[src/sshc_pkg.sv]
// Constants, register map and types of the synchronous serial host/client engine
package sshc_pkg;
    // ****************
    // Register map
    // ****************
    localparam logic [7:0] ADDR_CTRL = 8'h00;
    localparam logic [7:0] ADDR_STAT = 8'h04;
    localparam logic [7:0] ADDR_TXD = 8'h08;
    localparam logic [7:0] ADDR_RXD = 8'h0C;
    localparam logic [7:0] ADDR_BAUD = 8'h10;
    localparam int CTRL_W = 9;
    localparam int C_SERIAL_PORT_ENABLE = 0;
    localparam int C_CLOCK_SOURCE_SELECT = 1;
    localparam int C_CPOL = 2;
    localparam int C_TRANSMIT_ENABLE = 3;
    localparam int C_TX9 = 4;
    localparam int C_TRANSMIT_NINTH_BIT = 5;
    localparam int C_RX9 = 6;
    localparam int C_SINGLE_RECEIVE_ENABLE = 7;
    localparam int C_CONTINUOUS_RECEIVE_ENABLE = 8;
    localparam logic [CTRL_W-1:0] CTRL_RESET = 9'h000;
    localparam logic [15:0] BAUD_RESET = 16'h0004;
    localparam logic [15:0] BAUD_ZERO = 16'h0000;
    localparam logic [1:0] HTRANS_NONSEQ = 2'h2;
    // ****************
    // Character framing
    // ****************
    localparam int CHAR_W = 9;
    localparam logic [3:0] BITS8 = 4'h8;
    localparam logic [3:0] BITS9 = 4'h9;
    localparam logic [3:0] BIT_ONE = 4'h1;
    localparam int FIFO_DEPTH = 2;
    localparam logic [1:0] FIFO_FULL = 2'h2;
    typedef enum logic [2:0] {
        ST_IDLE = 3'b001,
        ST_TX = 3'b010,
        ST_RX = 3'b100
    } sshc_state_type;
endpackage : sshc_pkg

[src/sshc_top.sv]
// Synchronous half-duplex serial engine with AHB-Lite register slave
//
// The AHB-Lite register port and the placing of the registers were left to the implementer.
`timescale 1ns/1ns
module sshc_top (
    // Clock and reset
    input wire logic core_clk,
    input wire logic rst_n,
    // AHB-Lite slave
    input wire logic hsel,
    input wire logic [31:0] haddr,
    input wire logic [1:0] htrans,
    input wire logic hwrite,
    input wire logic [2:0] hsize,
    input wire logic [31:0] hwdata,
    input wire logic hready,
    output logic hreadyout,
    output logic hresp,
    output logic [31:0] hrdata,
    // Clock line pin
    input wire logic clock_line_in,
    output logic clock_line_out,
    output logic clock_line_oe,
    // Data line pin
    input wire logic data_line_in,
    output logic data_line_out,
    output logic data_line_oe
);
    // ****************
    // Register slave
    // ****************
    logic [sshc_pkg::CTRL_W-1:0] ctrl;
    logic [15:0] baud_div;
    logic ph_write;
    logic ph_read;
    logic [7:0] ph_addr;
    wire take = hsel && hready && (htrans == sshc_pkg::HTRANS_NONSEQ);

    always_ff @(posedge core_clk)
    begin
        if (!rst_n)
        begin
            ph_write <= 1'b0;
            ph_read <= 1'b0;
            ph_addr <= 8'h00;
        end
        else if (hready)
        begin
            ph_write <= take && hwrite;
            ph_read <= take && !hwrite;
            ph_addr <= haddr[7:0];
        end
    end

    assign hreadyout = 1'b1;
    assign hresp = 1'b0;
    wire wr_ctrl = ph_write && (ph_addr == sshc_pkg::ADDR_CTRL);
    wire wr_txd = ph_write && (ph_addr == sshc_pkg::ADDR_TXD);
    wire wr_baud = ph_write && (ph_addr == sshc_pkg::ADDR_BAUD);
    wire rd_rxd = ph_read && (ph_addr == sshc_pkg::ADDR_RXD);

    wire serial_port_enable = ctrl[sshc_pkg::C_SERIAL_PORT_ENABLE];
    wire host = ctrl[sshc_pkg::C_CLOCK_SOURCE_SELECT];
    wire cpol = ctrl[sshc_pkg::C_CPOL];
    wire transmit_enable = ctrl[sshc_pkg::C_TRANSMIT_ENABLE];
    wire tx9 = ctrl[sshc_pkg::C_TX9];
    wire transmit_ninth_bit = ctrl[sshc_pkg::C_TRANSMIT_NINTH_BIT];
    wire rx9 = ctrl[sshc_pkg::C_RX9];
    wire single_receive_enable = ctrl[sshc_pkg::C_SINGLE_RECEIVE_ENABLE];
    wire continuous_receive_enable = ctrl[sshc_pkg::C_CONTINUOUS_RECEIVE_ENABLE];
    wire rx_mode = single_receive_enable || continuous_receive_enable;

    // ****************
    // Pin inputs and edges
    // ****************
    logic ck_s;
    logic dt_s;
    logic ck_d;
    sshc_sync u_sync (
        .core_clk(core_clk),
        .rst_n(rst_n),
        .async_in({clock_line_in, data_line_in}),
        .sync_out({ck_s, dt_s})
    );
    always_ff @(posedge core_clk)
    begin
        if (!rst_n)
            ck_d <= 1'b0;
        else
            ck_d <= ck_s;
    end
    wire c_lead = (ck_d == cpol) && (ck_s != cpol);
    wire c_trail = (ck_d != cpol) && (ck_s == cpol);

    // ****************
    // Engine state
    // ****************
    sshc_pkg::sshc_state_type st;
    logic [15:0] bcnt;
    logic phase;
    logic sck;
    logic [3:0] bitcnt;
    logic [8:0] thr;
    logic thr_full;
    logic [8:0] transmit_shift_register;
    logic [8:0] receive_shift_register;
    logic dout;
    logic overrun_error_flag;
    logic [8:0] fifo [sshc_pkg::FIFO_DEPTH];
    logic wp;
    logic rp;
    logic [1:0] cnt;

    wire active = serial_port_enable && (st != sshc_pkg::ST_IDLE);
    wire tick = host && active && (bcnt == baud_div);
    // host clock from divider, client from pin
    wire lead = active && (host ? (tick && !phase) : c_lead);
    wire trail = active && (host ? (tick && phase) : c_trail);
    // only data bits, eight or nine
    wire [3:0] nbits = (st == sshc_pkg::ST_RX) ? (rx9 ? sshc_pkg::BITS9 : sshc_pkg::BITS8)
                                               : (tx9 ? sshc_pkg::BITS9 : sshc_pkg::BITS8);
    wire last = trail && (bitcnt == nbits - sshc_pkg::BIT_ONE);
    wire done = last && (st == sshc_pkg::ST_RX);
    // LSB first, so the last bit lands in the MSB
    wire [8:0] rsr_in = {dt_s, receive_shift_register[8:1]};
    wire [8:0] rx_char = rx9 ? rsr_in : {1'b0, rsr_in[8:1]};
    // holding moves when the shifter is free
    wire can_load = serial_port_enable && transmit_enable && !rx_mode && thr_full;
    wire load = can_load && ((st == sshc_pkg::ST_IDLE) || (last && st == sshc_pkg::ST_TX));
    wire full = (cnt == sshc_pkg::FIFO_FULL);
    wire push = done && !full && !overrun_error_flag;
    wire pop = rd_rxd && (cnt != 2'h0);
    wire ovr_set = done && (full || overrun_error_flag);
    wire continuous_receive_enable_fall = wr_ctrl && continuous_receive_enable && !hwdata[sshc_pkg::C_CONTINUOUS_RECEIVE_ENABLE];

    sshc_pkg::sshc_state_type next_st;
    always_comb
    begin
        next_st = st;
        case (st)
            sshc_pkg::ST_IDLE:
            begin
                if (serial_port_enable && rx_mode)
                    next_st = sshc_pkg::ST_RX;
                else if (load)
                    next_st = sshc_pkg::ST_TX;
            end
            sshc_pkg::ST_TX:
            begin
                if (last && !load)
                    next_st = sshc_pkg::ST_IDLE;
            end
            sshc_pkg::ST_RX:
            begin
                // clearing the enables aborts at once
                if (!rx_mode)
                    next_st = sshc_pkg::ST_IDLE;
                else if (done && single_receive_enable && !continuous_receive_enable)
                    next_st = sshc_pkg::ST_IDLE;
            end
            default: next_st = sshc_pkg::ST_IDLE;
        endcase
        if (!serial_port_enable)
            next_st = sshc_pkg::ST_IDLE;
    end

    always_ff @(posedge core_clk)
    begin
        if (!rst_n)
            st <= sshc_pkg::ST_IDLE;
        else
            st <= next_st;
    end

    // ****************
    // Control registers
    // ****************
    always_ff @(posedge core_clk)
    begin
        if (!rst_n)
        begin
            ctrl <= sshc_pkg::CTRL_RESET;
            baud_div <= sshc_pkg::BAUD_RESET;
        end
        else
        begin
            if (wr_ctrl)
                ctrl <= hwdata[sshc_pkg::CTRL_W-1:0];
            else if (done && single_receive_enable)
                ctrl[sshc_pkg::C_SINGLE_RECEIVE_ENABLE] <= 1'b0;
            if (wr_baud)
                baud_div <= hwdata[15:0];
        end
    end

    // ****************
    // Host clock generator
    // ****************
    always_ff @(posedge core_clk)
    begin
        if (!rst_n)
        begin
            bcnt <= sshc_pkg::BAUD_ZERO;
            phase <= 1'b0;
            sck <= 1'b0;
        end
        else if (!active)
        begin
            bcnt <= sshc_pkg::BAUD_ZERO;
            phase <= 1'b0;
            sck <= cpol;
        end
        else
        begin
            bcnt <= tick ? sshc_pkg::BAUD_ZERO : bcnt + 16'h0001;
            if (tick)
            begin
                phase <= !phase;
                sck <= phase ? cpol : !cpol;
            end
        end
    end

    // ****************
    // Shifters
    // ****************
    always_ff @(posedge core_clk)
    begin
        if (!rst_n || !serial_port_enable)
        begin
            thr <= 9'h000;
            thr_full <= 1'b0;
            transmit_shift_register <= 9'h000;
            receive_shift_register <= 9'h000;
            bitcnt <= 4'h0;
            dout <= 1'b0;
        end
        else
        begin
            // write wins over the move out
            if (wr_txd)
            begin
                thr <= {transmit_ninth_bit, hwdata[7:0]};
                thr_full <= 1'b1;
            end
            else if (load)
                thr_full <= 1'b0;
            if (load)
                transmit_shift_register <= thr;
            // data changes on the leading edge only
            else if (lead && st == sshc_pkg::ST_TX)
            begin
                dout <= transmit_shift_register[0];
                transmit_shift_register <= {1'b0, transmit_shift_register[8:1]};
            end
            if (trail && st == sshc_pkg::ST_RX)
                receive_shift_register <= rsr_in;
            if (!active || load || last)
                bitcnt <= 4'h0;
            else if (trail)
                bitcnt <= bitcnt + sshc_pkg::BIT_ONE;
        end
    end

    // ****************
    // Receive FIFO
    // ****************
    genvar g;
    generate
        for (g = 0; g < sshc_pkg::FIFO_DEPTH; g++)
        begin : g_fifo
            always_ff @(posedge core_clk)
            begin
                if (!rst_n)
                    fifo[g] <= 9'h000;
                else if (push && wp == g)
                    fifo[g] <= rx_char;
            end
        end
    endgenerate

    always_ff @(posedge core_clk)
    begin
        if (!rst_n || !serial_port_enable)
        begin
            wp <= 1'b0;
            rp <= 1'b0;
            cnt <= 2'h0;
            overrun_error_flag <= 1'b0;
        end
        else
        begin
            if (push)
                wp <= !wp;
            if (pop)
                rp <= !rp;
            cnt <= cnt + {1'b0, push} - {1'b0, pop};
            if (ovr_set)
                overrun_error_flag <= 1'b1;
            else if (continuous_receive_enable_fall)
                overrun_error_flag <= 1'b0;
        end
    end

    // ****************
    // Outputs
    // ****************
    wire recv_flag = (cnt != 2'h0);
    wire [8:0] top = fifo[rp];
    wire [31:0] stat_word = {27'h0, st == sshc_pkg::ST_TX, thr_full, recv_flag, overrun_error_flag, recv_flag && top[8]};
    assign hrdata = !ph_read ? 32'h0
                  : (ph_addr == sshc_pkg::ADDR_CTRL) ? {23'h0, ctrl}
                  : (ph_addr == sshc_pkg::ADDR_STAT) ? stat_word
                  : (ph_addr == sshc_pkg::ADDR_RXD) ? {24'h0, recv_flag ? top[7:0] : 8'h00}
                  : (ph_addr == sshc_pkg::ADDR_BAUD) ? {16'h0, baud_div}
                  : 32'h0;
    assign clock_line_out = sck;
    assign clock_line_oe = serial_port_enable && host;
    // data driven only in transmit direction
    assign data_line_out = dout;
    assign data_line_oe = serial_port_enable && transmit_enable && !rx_mode;
endmodule : sshc_top

[src/sshc_sync.sv]
// Two-flop synchroniser for the clock and data pin inputs
`timescale 1ns/1ns
module sshc_sync (
    // Clock and reset
    input wire logic core_clk,
    input wire logic rst_n,
    // Pin levels in and out
    input wire logic [1:0] async_in,
    output logic [1:0] sync_out
);
    logic [1:0] meta;

    genvar g;
    generate
        for (g = 0; g < 2; g++)
        begin : g_bit
            always_ff @(posedge core_clk)
            begin
                if (!rst_n)
                begin
                    meta[g] <= 1'b0;
                    sync_out[g] <= 1'b0;
                end
                else
                begin
                    meta[g] <= async_in[g];
                    sync_out[g] <= meta[g];
                end
            end
        end
    endgenerate
endmodule : sshc_sync

[config.mk]
export PLATFORM = sky130hd
export DESIGN_NAME = sshc_top
export DESIGN_NICKNAME = d
export VERILOG_FILES = /design/src/sshc_pkg.sv /design/src/sshc_top.sv /design/src/sshc_sync.sv
export SDC_FILE = /design/constraint.sdc
export NUM_CORES = 1
export LEC_CHECK = 0
export BUFFER_PORTS_ARGS = -buffer_cell sky130_fd_sc_hd__buf_2
export CAP_MARGIN = 5
export CORE_MARGIN = 2
export CORE_UTILIZATION = 40
export CTS_CLUSTER_DIAMETER = 200
export CTS_CLUSTER_SIZE = 24
export DETAILED_ROUTE_END_ITERATION = 8
export SLEW_MARGIN = 0
export SYNTH_ARGS = -nofsm -noshare
export SYNTH_HDL_FRONTEND = slang
export SYNTH_SLANG_ARGS = --single-unit
[constraint.sdc]
create_clock -name core_clk -period 6.4 [get_ports core_clk]
set_input_delay 0 -clock core_clk [delete_from_list [all_inputs] [get_ports core_clk]]
set_output_delay 0 -clock core_clk [all_outputs]
set_load 0.1 [all_outputs]
After elaboration in Yosys (flattened, before gate mapping)
Memories as Yosys holds them, arrays and structs flattened. A register that Yosys moved wholly into a read port is not among the register bits.
Cells that the tools add are included.
{"block": "word_totals", "reg_bits": 99, "ramBits": 18, "n_memories": 1}
{"block": "classes", "add_sub_neg": 5, "n_eq_ne": 20, "muxes": 40, "n_bitwise": 6, "n_reduce_logical": 72}
{"name": "fifo", "depth": 2, "width": 9, "rd": 1, "rd_ports_with_merged_regs": 1, "wr": 2, "line_no": "sshc_top.sv:109", "text": "logic [8:0] fifo [sshc_pkg::FIFO_DEPTH];"}
{"op": "$mux W16", "n": 5}
{"op": "$mux W9", "n": 5}
{"op": "$logic_and A1 B1 Y1", "n": 40}
{"op": "$mux W1", "n": 23}
{"op": "$add A16 B1 Y16 const B", "n": 1}
{"op": "$eq A16 B16 Y1", "n": 1}
{"op": "$eq A8 B4 Y1 const B", "n": 2}
{"op": "$mux W3", "n": 5}
{"op": "$logic_not A1 Y1", "n": 14}
{"op": "$reduce_bool A2 Y1", "n": 5}
{"op": "$pmux W3 S3", "n": 1}
{"op": "$eq A8 B3 Y1 const B", "n": 1}
{"op": "$eq A8 B5 Y1 const B", "n": 1}
{"op": "$logic_not A8 Y1", "n": 1}
{"op": "$mux W8", "n": 1}
{"op": "$logic_or A1 B1 Y1", "n": 6}
{"op": "$reduce_and A2 Y1", "n": 3}
{"op": "$add A4 B1 Y4 const B", "n": 1}
{"op": "$eq A2 B2 Y1 const B", "n": 2}
{"op": "$eq A4 B4 Y1", "n": 1}
{"op": "$ne A2 B1 Y1 const B", "n": 2}
{"op": "$not A1 Y1", "n": 4}
{"op": "$sub A4 B1 Y4 const B", "n": 1}
{"op": "$eq A3 B1 Y1 const B", "n": 1}
{"op": "13 further kinds", "n": 16}

Longest topological paths before layout
Gate-level depths: netlist (run 1).
{"block": "depth", "word_depth": 16, "ltp_mapped": 13, "depth_no_buf": 11}

Hierarchy
From an unflattened synthesis (run 1), not the netlist that was laid out.
{"block": "unflattened", "hier_cells": 622, "hier_area_um2": 5586.6}
{"module": "sshc_top", "instances": 1, "cells_each": 614, "area_per_inst_um2": 5481.5, "seq_area_each_um2": 2442.3}
{"module": "sshc_sync", "instances": 1, "cells_each": 8, "area_per_inst_um2": 105.1, "seq_area_each_um2": 80.1}

Worst setup path after synthesis (run 1)
OpenSTA, ideal clock, no wires.
{"block": "synth_path", "kind": "register to output", "startpoint": "register ph_addr[7]", "endpoint": "output hrdata[0]", "arrival_time_ps": 3330, "setup_slack_ps": 3070, "path_stages_with_launch": 7, "n_path_buf": 1, "cell_sequence": "dfxtp_1 > or4_1 > or4_1 > nor2_1 > clkbuf_2 > a22oi_1 > a21oi_1"}
{"block": "synth_between", "elab_chain_len": 6, "word_cells_on_any_way": 9, "classes_between": "eq/ne (3); mux (5); reduce/logical (1)"}
{"item": "start: declaration", "line_no": "sshc_top.sv:36", "text": "logic [7:0] ph_addr;"}
{"item": "start signal: assignment", "line_no": "sshc_top.sv:51", "text": "ph_addr <= haddr[7:0];"}
{"item": "$eq A8 B5 Y1", "line_no": "sshc_top.sv:315", "text": ": (ph_addr == sshc_pkg::ADDR_BAUD) ? {16'h0, baud_div}"}
{"item": "$mux W16", "line_no": "sshc_top.sv:315"}
{"item": "$mux W16", "line_no": "sshc_top.sv:314", "text": ": (ph_addr == sshc_pkg::ADDR_RXD) ? {24'h0, recv_flag ? top[7:0] : 8'h00}"}
{"item": "$mux W16", "line_no": "sshc_top.sv:313", "text": ": (ph_addr == sshc_pkg::ADDR_STAT) ? stat_word"}
{"item": "$mux W16 (*)", "line_no": "sshc_top.sv:312", "text": ": (ph_addr == sshc_pkg::ADDR_CTRL) ? {23'h0, ctrl}"}
{"item": "$mux W16 (*)", "line_no": "sshc_top.sv:311", "text": "assign hrdata = !ph_read ? 32'h0"}
{"item": "end: declaration", "line_no": "sshc_top.sv:19", "text": "output logic [31:0] hrdata,"}
Mark *: on every way between the ends. The rest lies on a longest branch, timed or not.

==> results.txt, run 1 <==
* Post-detailed-route DRC marker count: 0
- For this run the aggregate overflow at the end of global routing stands at 0.
* Peak supply drop: 156.3 uV
- Wire length of the first global-routing pass: around 22 mm
- TritonCTS clock tree: built
- Using the TritonRoute via totals, the vias-per-cell ratio works out to a little over 5.
- The synthesized netlist contains 60 unique library cells.
- Dominant register cell in the synthesized netlist: sky130_fd_sc_hd__dfxtp_1
- Fraction of synthesis flops using an asynchronous set or reset pin: 0
- Crit path arrival time: between 3000 and 4000 ps
- CTS max path bufs: 2
- CP startpoint: baud_div[13]$_SDFFE_PN0P_
- The initial antenna violation count is 0.
* Setup crit start kind: flop
- The smallest clock period supported by the final layout is computed as around 3700 ps.
* Number of input and output port buffers inserted: 52
- Reg clk slew, reported paths: 50 ps
- Vias in the first global route: ~4300
* Post-synthesis to final-layout area growth: 21.59%
- Vias: 4389
- Setup violations remaining at the end of the flow were counted as 0.
- In this run the vertical extent of the chip is roughly 120 um.
- Number of top-level design ports: around 110
- Final Slew Violations: 0
- Yosys warnings: 0
* Floorplan row count: 42
- STA puts the critical path data required time at between 6000 and 7000 ps.
- Total core area: 0.01335 sq mm
* F_max: ~270 MHz
- Detailed placement ended at an HPWL of approximately 9.3 mm.
* Area of the mapped netlist: around 0.0055 sq mm
- Across the routed clock network, the largest skew measured is roughly 12 ps.
- Average size of a mapped cell: about 9 sq um
* Critical register-to-register path endpoint: fifo[0][3]$_SDFFCE_PN0P_
- Of the cells placed in the final design, the portion with a size suffix greater than 1 is 0.1489.
* Worst min-delay path class: in -> reg
- Power per Cell Area: around 270 mW/mm^2
- GRT Overall Usage: 0.1928
- Placer's final routability congestion estimate: 0.9343
* Slack of the worst reg-to-reg path: about 2700 ps
* Most common cell in the synthesized netlist: sky130_fd_sc_hd__dfxtp_1
- Most instantiated cells after synthesis: 99 x sky130_fd_sc_hd__dfxtp_1, 84 x sky130_fd_sc_hd__nand2_1, 74 x sky130_fd_sc_hd__nor2_1
* Worst-path maximum fanout: 11
* Antenna Cells: 0
* Period Utilization, post-route: 0.5816
* Critical Path End Type: flop
- The clock reaches the later pin of the worst-skew pair after around 410 ps.
- Wires add up to ~13 mm.
- Leakage: roughly 0.0025 uW
* Reg2reg path depth: 7
- Startpoint of the worst register-to-register path: baud_div[13]$_SDFFE_PN0P_
- In this run the remaining antenna-violating nets after routing total 0.
- Area of the die: approximately 0.015 sq mm
- For this run, the register share of the synthesized area comes to 0.4591.
- Clock Tree Root: sky130_fd_sc_hd__clkbuf_16
- After synthesis, the cell types taking the most area are sky130_fd_sc_hd__dfxtp_1 36%, sky130_fd_sc_hd__edfxtp_1 9.8%, sky130_fd_sc_hd__mux2i_1 7.8%.
- Post-synthesis cell type with the largest combined area: sky130_fd_sc_hd__dfxtp_1
* Measured slew at the worst slew-check pin: 1101 ps
* Layout net count: around 750
* WS Path Type: reg -> reg
* CTS Buf Count: 17
* Pre-antenna DRT Iters: 5
* Max-capacitance violation count: 0
* Share of the synthesized area in the top cell type: 0.3607
- Htree depth: 4
* Setup repair after global routing missed its margin: no
- Post-cts repair resize count: 0
* Post-synth EDFFs: 18
- The flow ran to the end, and the final reports show no timing, DRC or antenna violations.
- Pin count of the biggest net entering global routing: 50
* CTS Sinks: between 100 and 150
- Cell count after synthesis: between 500 and 600
- In the final timing run, aggregate negative setup slack is 0 ps.
* Final hold slack: 47.79 ps
* Hold violation count in the final report: 0
- Synthesized flop and latch total: 117
* Max-slew headroom: 0.2619
- In the final routed layout, each cell accounts on average for ~15 um.
- In this run the horizontal extent of the chip is 121.2 um.
- Following the worst setup path forward leads to its endpoint at fifo[0][3]$_SDFFCE_PN0P_.
- Starting DRC count in detailed routing: roughly 320
* Starting utilization of the core area: 0.4116
[state kept, by name, summed over array words and instances (netlist names), 3 cells and up, named ones only]
name                     flops
baud_div                    16
bcnt                        16
thr                          9
fifo                        18
receive_shift_register       8
st                           3
transmit_shift_register      9
bitcnt                       4
ph_addr                      8
ctrl                         9
[repair_timing]
| action | 4_1_cts | 5_1_grt |
|---|---|---|
| endpoints found under the hold margin | 46 | 0 |
| hold buffers | 27 | 0 |
| endpoints found under the setup margin | 0 | 0 |
| buffers inserted | 0 | 0 |
[worst min-delay path by stage]
stage,startpoint,endpoint,slack (ps),depth (start not counted)
floorplan,hwdata[2],baud_div[2]$_SDFFE_PN1P_,120,2
finish,htrans[0],ph_write$_SDFFE_PN0P_,50,4
global route,htrans[0],ph_read$_SDFFE_PN0P_,50,4
global placement,data_line_in,u_sync.meta[0]$_SDFF_PN0_,210,2
detailed placement,data_line_in,u_sync.meta[0]$_SDFF_PN0_,220,2
CTS,htrans[0],ph_read$_SDFFE_PN0P_,30,4
[cells by family after synthesis]
family          after synthesis  share of synthesized area
xor+xnor                     35                    0.05580
fa+ha+maj                     4                   0.009110
other cells                   2                   0.001367
compound gates               85                     0.1077
mux                          48                    0.09132
flops                       117                     0.4591
buf+inv                      56                    0.05374
simple gates                250                     0.2218
[routing by layer]
| layer | share of wire | GRT usage |
|---|---|---|
| met1 | 0.46 | 0.2462 |
| met2 | 0.48 | 0.3086 |
| met3 | 0.049 | 0.04464 |
| met4 | 0.018 | 0.09052 |
| met5 | 0 | 0 |
[worst max-delay path, cell delays in order (launching register included)]
cell                      delay (ps)
sky130_fd_sc_hd__dfxtp_1         340
sky130_fd_sc_hd__xor2_1          180
sky130_fd_sc_hd__nor4_1          430
sky130_fd_sc_hd__nand4_2         240
sky130_fd_sc_hd__o31ai_2         830
sky130_fd_sc_hd__nand4_1         490
sky130_fd_sc_hd__o21ai_0         650
sky130_fd_sc_hd__buf_4           270
[layout make-up]
| cell class | count | area, sq um |
|---|---|---|
| flip-flops and latches | 117 | 2522 |
| clock buffers | 18 | 439.2 |
| multi-input cells | 440 | 2749 |
| clock inverters | 14 | 140.1 |
| well taps | 176 | 220.2 |
| fillers | 1238 | 6668 |
| repair buffers | 83 | 560.5 |
| inverters | 13 | 48.80 |
[stage by stage]
step / power (uW) / area [sq um] / utilization / setup slack (ps) / instances
final: 1804 / 6680 / 0.5005 / 2677 / 861
after global routing: 1857 / 6680 / 0.5005 / 2412 / 861
after CTS: 1817 / 6680 / 0.5005 / 2683 / 861
after detailed placement: 872.8 / 5831 / 0.4368 / 2682 / 802
after global placement: 871.9 / 5831 / 0.4368 / 2740 / 802
after floorplan: 859.3 / 5554 / - / 3070 / 613
[cell usage in the layout (no fill, tap or decap), drive strengths merged, types with 11 or more instances in the layout]
cell / count
clkbuf: 18
nor2b: 11
a22oi: 12
dlygate4sd3: 27
clkinv: 11
edfxtp: 18
and2: 15
a21boi: 24
xor2: 25
dfxtp: 99
nor2: 74
conb: 18
a21oi: 17
inv: 12
nand3: 11
nand2: 85
and3: 16
mux2i: 43
buf: 56
[report_power, final]
part	switching (uW)	internal, uW
logic	75.6	31.3
clock network	323	610
registers	7.13	757
total	405	1400
Note: power is estimated with default switching activity, not from simulation.
==> inputs of run 2 (changes only) <==
==> constraint.sdc (replaced) <==
create_clock -name core_clk -period 3.73 [get_ports core_clk]
set_input_delay 0 -clock core_clk [delete_from_list [all_inputs] [get_ports core_clk]]
set_output_delay 0 -clock core_clk [all_outputs]
set_load 0.1 [all_outputs]
==> results.txt, run 2 (synthesis results as in run 1) <==
- The tree is rooted in a sky130_fd_sc_hd__clkbuf_16.
* Measured slew at the worst slew-check pin: 946.9 ps
* Kind of cell adding the most delay to the critical path: simple AND/OR/NAND/NOR gates
* Total core area: between 0.01 and 0.015 sq mm
* Vertical extent of the die: around 120 um
* Htree depth: 4
- Power per Cell Area: 468.1 mW/mm^2
- The worst setup path is launched from a flop.
- Most flop-heavy register: fifo
- In this run the critical register-to-register path is launched from ph_addr[7]$_SDFFE_PN0P_.
- The run finished with clean final reports.
- In this run the worst setup path begins at ph_addr[7]$_SDFFE_PN0P_.
- Derived from the worst setup path, the maximum achievable clock frequency is slightly above 300 MHz.
* CTS Sinks: 117
* WS Path Type: reg -> out
* Wirelength, routed: about 13 mm
- Share of post-route cells with drive strength above 1: 0.1638
- Placer's final routability congestion estimate: approximately 0.93
- Total power for the finished layout comes to approximately 3200 uW.
- Pre-antenna DRT Iters: 8
- The first global-routing pass estimated between 20 and 25 mm of wire.
- Hold violation count in the final report: 0
- In the final routed layout, each cell accounts on average for 15.26 um.
- The smallest clock period supported by the final layout is computed as around 3200 ps.
- Once layout is complete, the utilization of the core stands at 0.5062.
- GRT Overall Usage: 0.1892
- After detailed routing, the number of remaining DRC violations is 0.
* Leftover overflow at the end of global routing: 0
* Number of cells in the finished layout apart from fillers: between 800 and 900
- Area of the die: between 0.01 and 0.015 sq mm
- Across all hold checks on the routed design, the worst slack comes to around 34 ps.
* Post-cts repair resize count: 0
- Layout net count: around 760
- In this run the worst path has a maximum fanout of 5.
- Among all stages on the critical path, the largest delay is contributed by sky130_fd_sc_hd__or4_1.
* Starting DRC count in detailed routing: slightly below 300
* Final-layout setup total negative slack: 0 ps
- CTS Buf Count: 17
- Registers take between 0.002 and 0.003 sq mm.
- In the routed layout, each cell is associated on average with a via count of approximately 5.1.
* Critical Path End Type: output pin
* Max-capacitance violation count: 0
- Post-route clock skew: about 7.5 ps
- Of the available clock period, the critical path in the final layout requires 0.8643.
- Summed over all nets, wire length on met3 after detailed routing comes to 762 um.
- After clock tree synthesis, the clock-pin slew on the worst setup and hold paths is 50 ps.
* Antenna viol nets, final: 0
- Number of input and output port buffers inserted: 52
- Worst min-delay path class: in -> reg
* Max FFs per register: 18
- Pin count of the biggest net entering global routing: 50
- Floorplan row count: 42
- The highest metal layer carrying signal wires in the routed design is met4.
* Number of antenna violations at the first check in global routing: 0
- Wire length on met1: around 6.0 mm
- Hold-fix buffer count after cts: 27
- Starting utilization of the core area: 0.4116
* Vias in the first global route: 4178
- The number of setup buffers added after CTS is 0.
- Worst hold path startpoint: htrans[0]
* Die extent in x: around 120 um
* Setup-failing EPs final: 0
* Crit path arrival time: 3220 ps
- Number of fillers in the final layout: between 1000 and 1500
- Setup repair after global routing missed its margin: no
* Cell repeated most along the worst path: sky130_fd_sc_hd__and2_1
- Leaving out fill and tap cells, the most frequent cell in the layout is sky130_fd_sc_hd__dfxtp_1.
- Leakage: around 0.0026 uW
- Across the VDD grid, the largest voltage drop is ~430 uV.
* Routed met2 length: 6.133 mm
- Summing all multi-input logic gate instances after layout gives between 0.002 and 0.003 sq mm.
- Number of cells after detailed placement: between 800 and 900
- Required time reported for the critical path endpoint: around 3700 ps
- 0 antenna diodes ended up in the layout.
* TritonCTS clock tree: built
* Peak per-stage delay on the critical path: 570 ps
- CTS max path bufs: 2
- Buf+Inv Stages, Crit Path: 1
* Final Slew Violations: 0
- For the worst-skew pair, the clock arrives at the later sink with an insertion delay of between 400 and 500 ps.
- Cell Chain, Critical Path: or4_1, or3_1, nor2_1, and2_1, a222oi_1, o21ai_0, and2_1, buf_2
- The top cell types in the final layout, fill and taps aside, are 99 x sky130_fd_sc_hd__dfxtp_1, 84 x sky130_fd_sc_hd__nand2_1, 74 x sky130_fd_sc_hd__nor2_1.
- In this run the count of I/O pins placed on the die edge is around 110.
- Relative to the synthesized area, the layout overhead comes to 22.98%.
* Registers with the most flip-flops: fifo: 18 flops, baud_div: 16 flops, bcnt: 16 flops
* Vias: 4411
* Detail Placement HPWL: a little over 9 mm
* Max-slew headroom: 0.3634
## run 2: final cells by class
type                    count  share of cell area
well taps                 176             0.03259
flip-flops and latches    117              0.3733
inverters                  13            0.007222
clock buffers              19             0.07037
clock inverters            13             0.02111
repair buffers             88             0.08852
multi-input cells         440              0.4069
## run 2: metal layers
metal	global-route usage	vias up
met5	0	-
met1	0.2463	2070
met4	0.05819	0
li1	-	2187
met2	0.3006	131
met3	0.05968	23
## run 2: where the power goes
group | total, uW | internal [uW] | switching [uW]
logic | 184 | 54.4 | 129
clock network | 1670 | 1070 | 602
registers | 1310 | 1300 | 12.9
## run 2: stage by stage
| stage | worst slack [ps] | cell area, sq um |
|---|---|---|
| finish | 506.2 | 6756 |
| global route | 391.1 | 6756 |
| CTS | 539.0 | 6756 |
| detailed placement | 783.6 | 5868 |
| global placement | 794.2 | 5868 |
| floorplan | 400.2 | 5554 |
## run 2: worst register-to-register path, stage by stage (launching register included)
cell	delay, ps
sky130_fd_sc_hd__dfxtp_1	320
sky130_fd_sc_hd__or4_1	570
sky130_fd_sc_hd__or3_1	470
sky130_fd_sc_hd__nor2_1	280
sky130_fd_sc_hd__nand2_1	170
sky130_fd_sc_hd__nor2_1	210
sky130_fd_sc_hd__ha_1	260
sky130_fd_sc_hd__inv_1	60
sky130_fd_sc_hd__ha_1	140
sky130_fd_sc_hd__xor2_1	170
sky130_fd_sc_hd__xnor2_1	130
sky130_fd_sc_hd__nor2_1	50
## run 2: final timing paths
check                                       end  slack [ps]  cells after the start
hold / removal             ph_read$_SDFFE_PN0P_          30                      4
setup / recovery                      hrdata[3]         510                      8
setup reg to reg              cnt[1]$_SDFF_PN0_         770                     11
hold reg to reg   u_sync.sync_out[1]$_SDFF_PN0_         430                      1
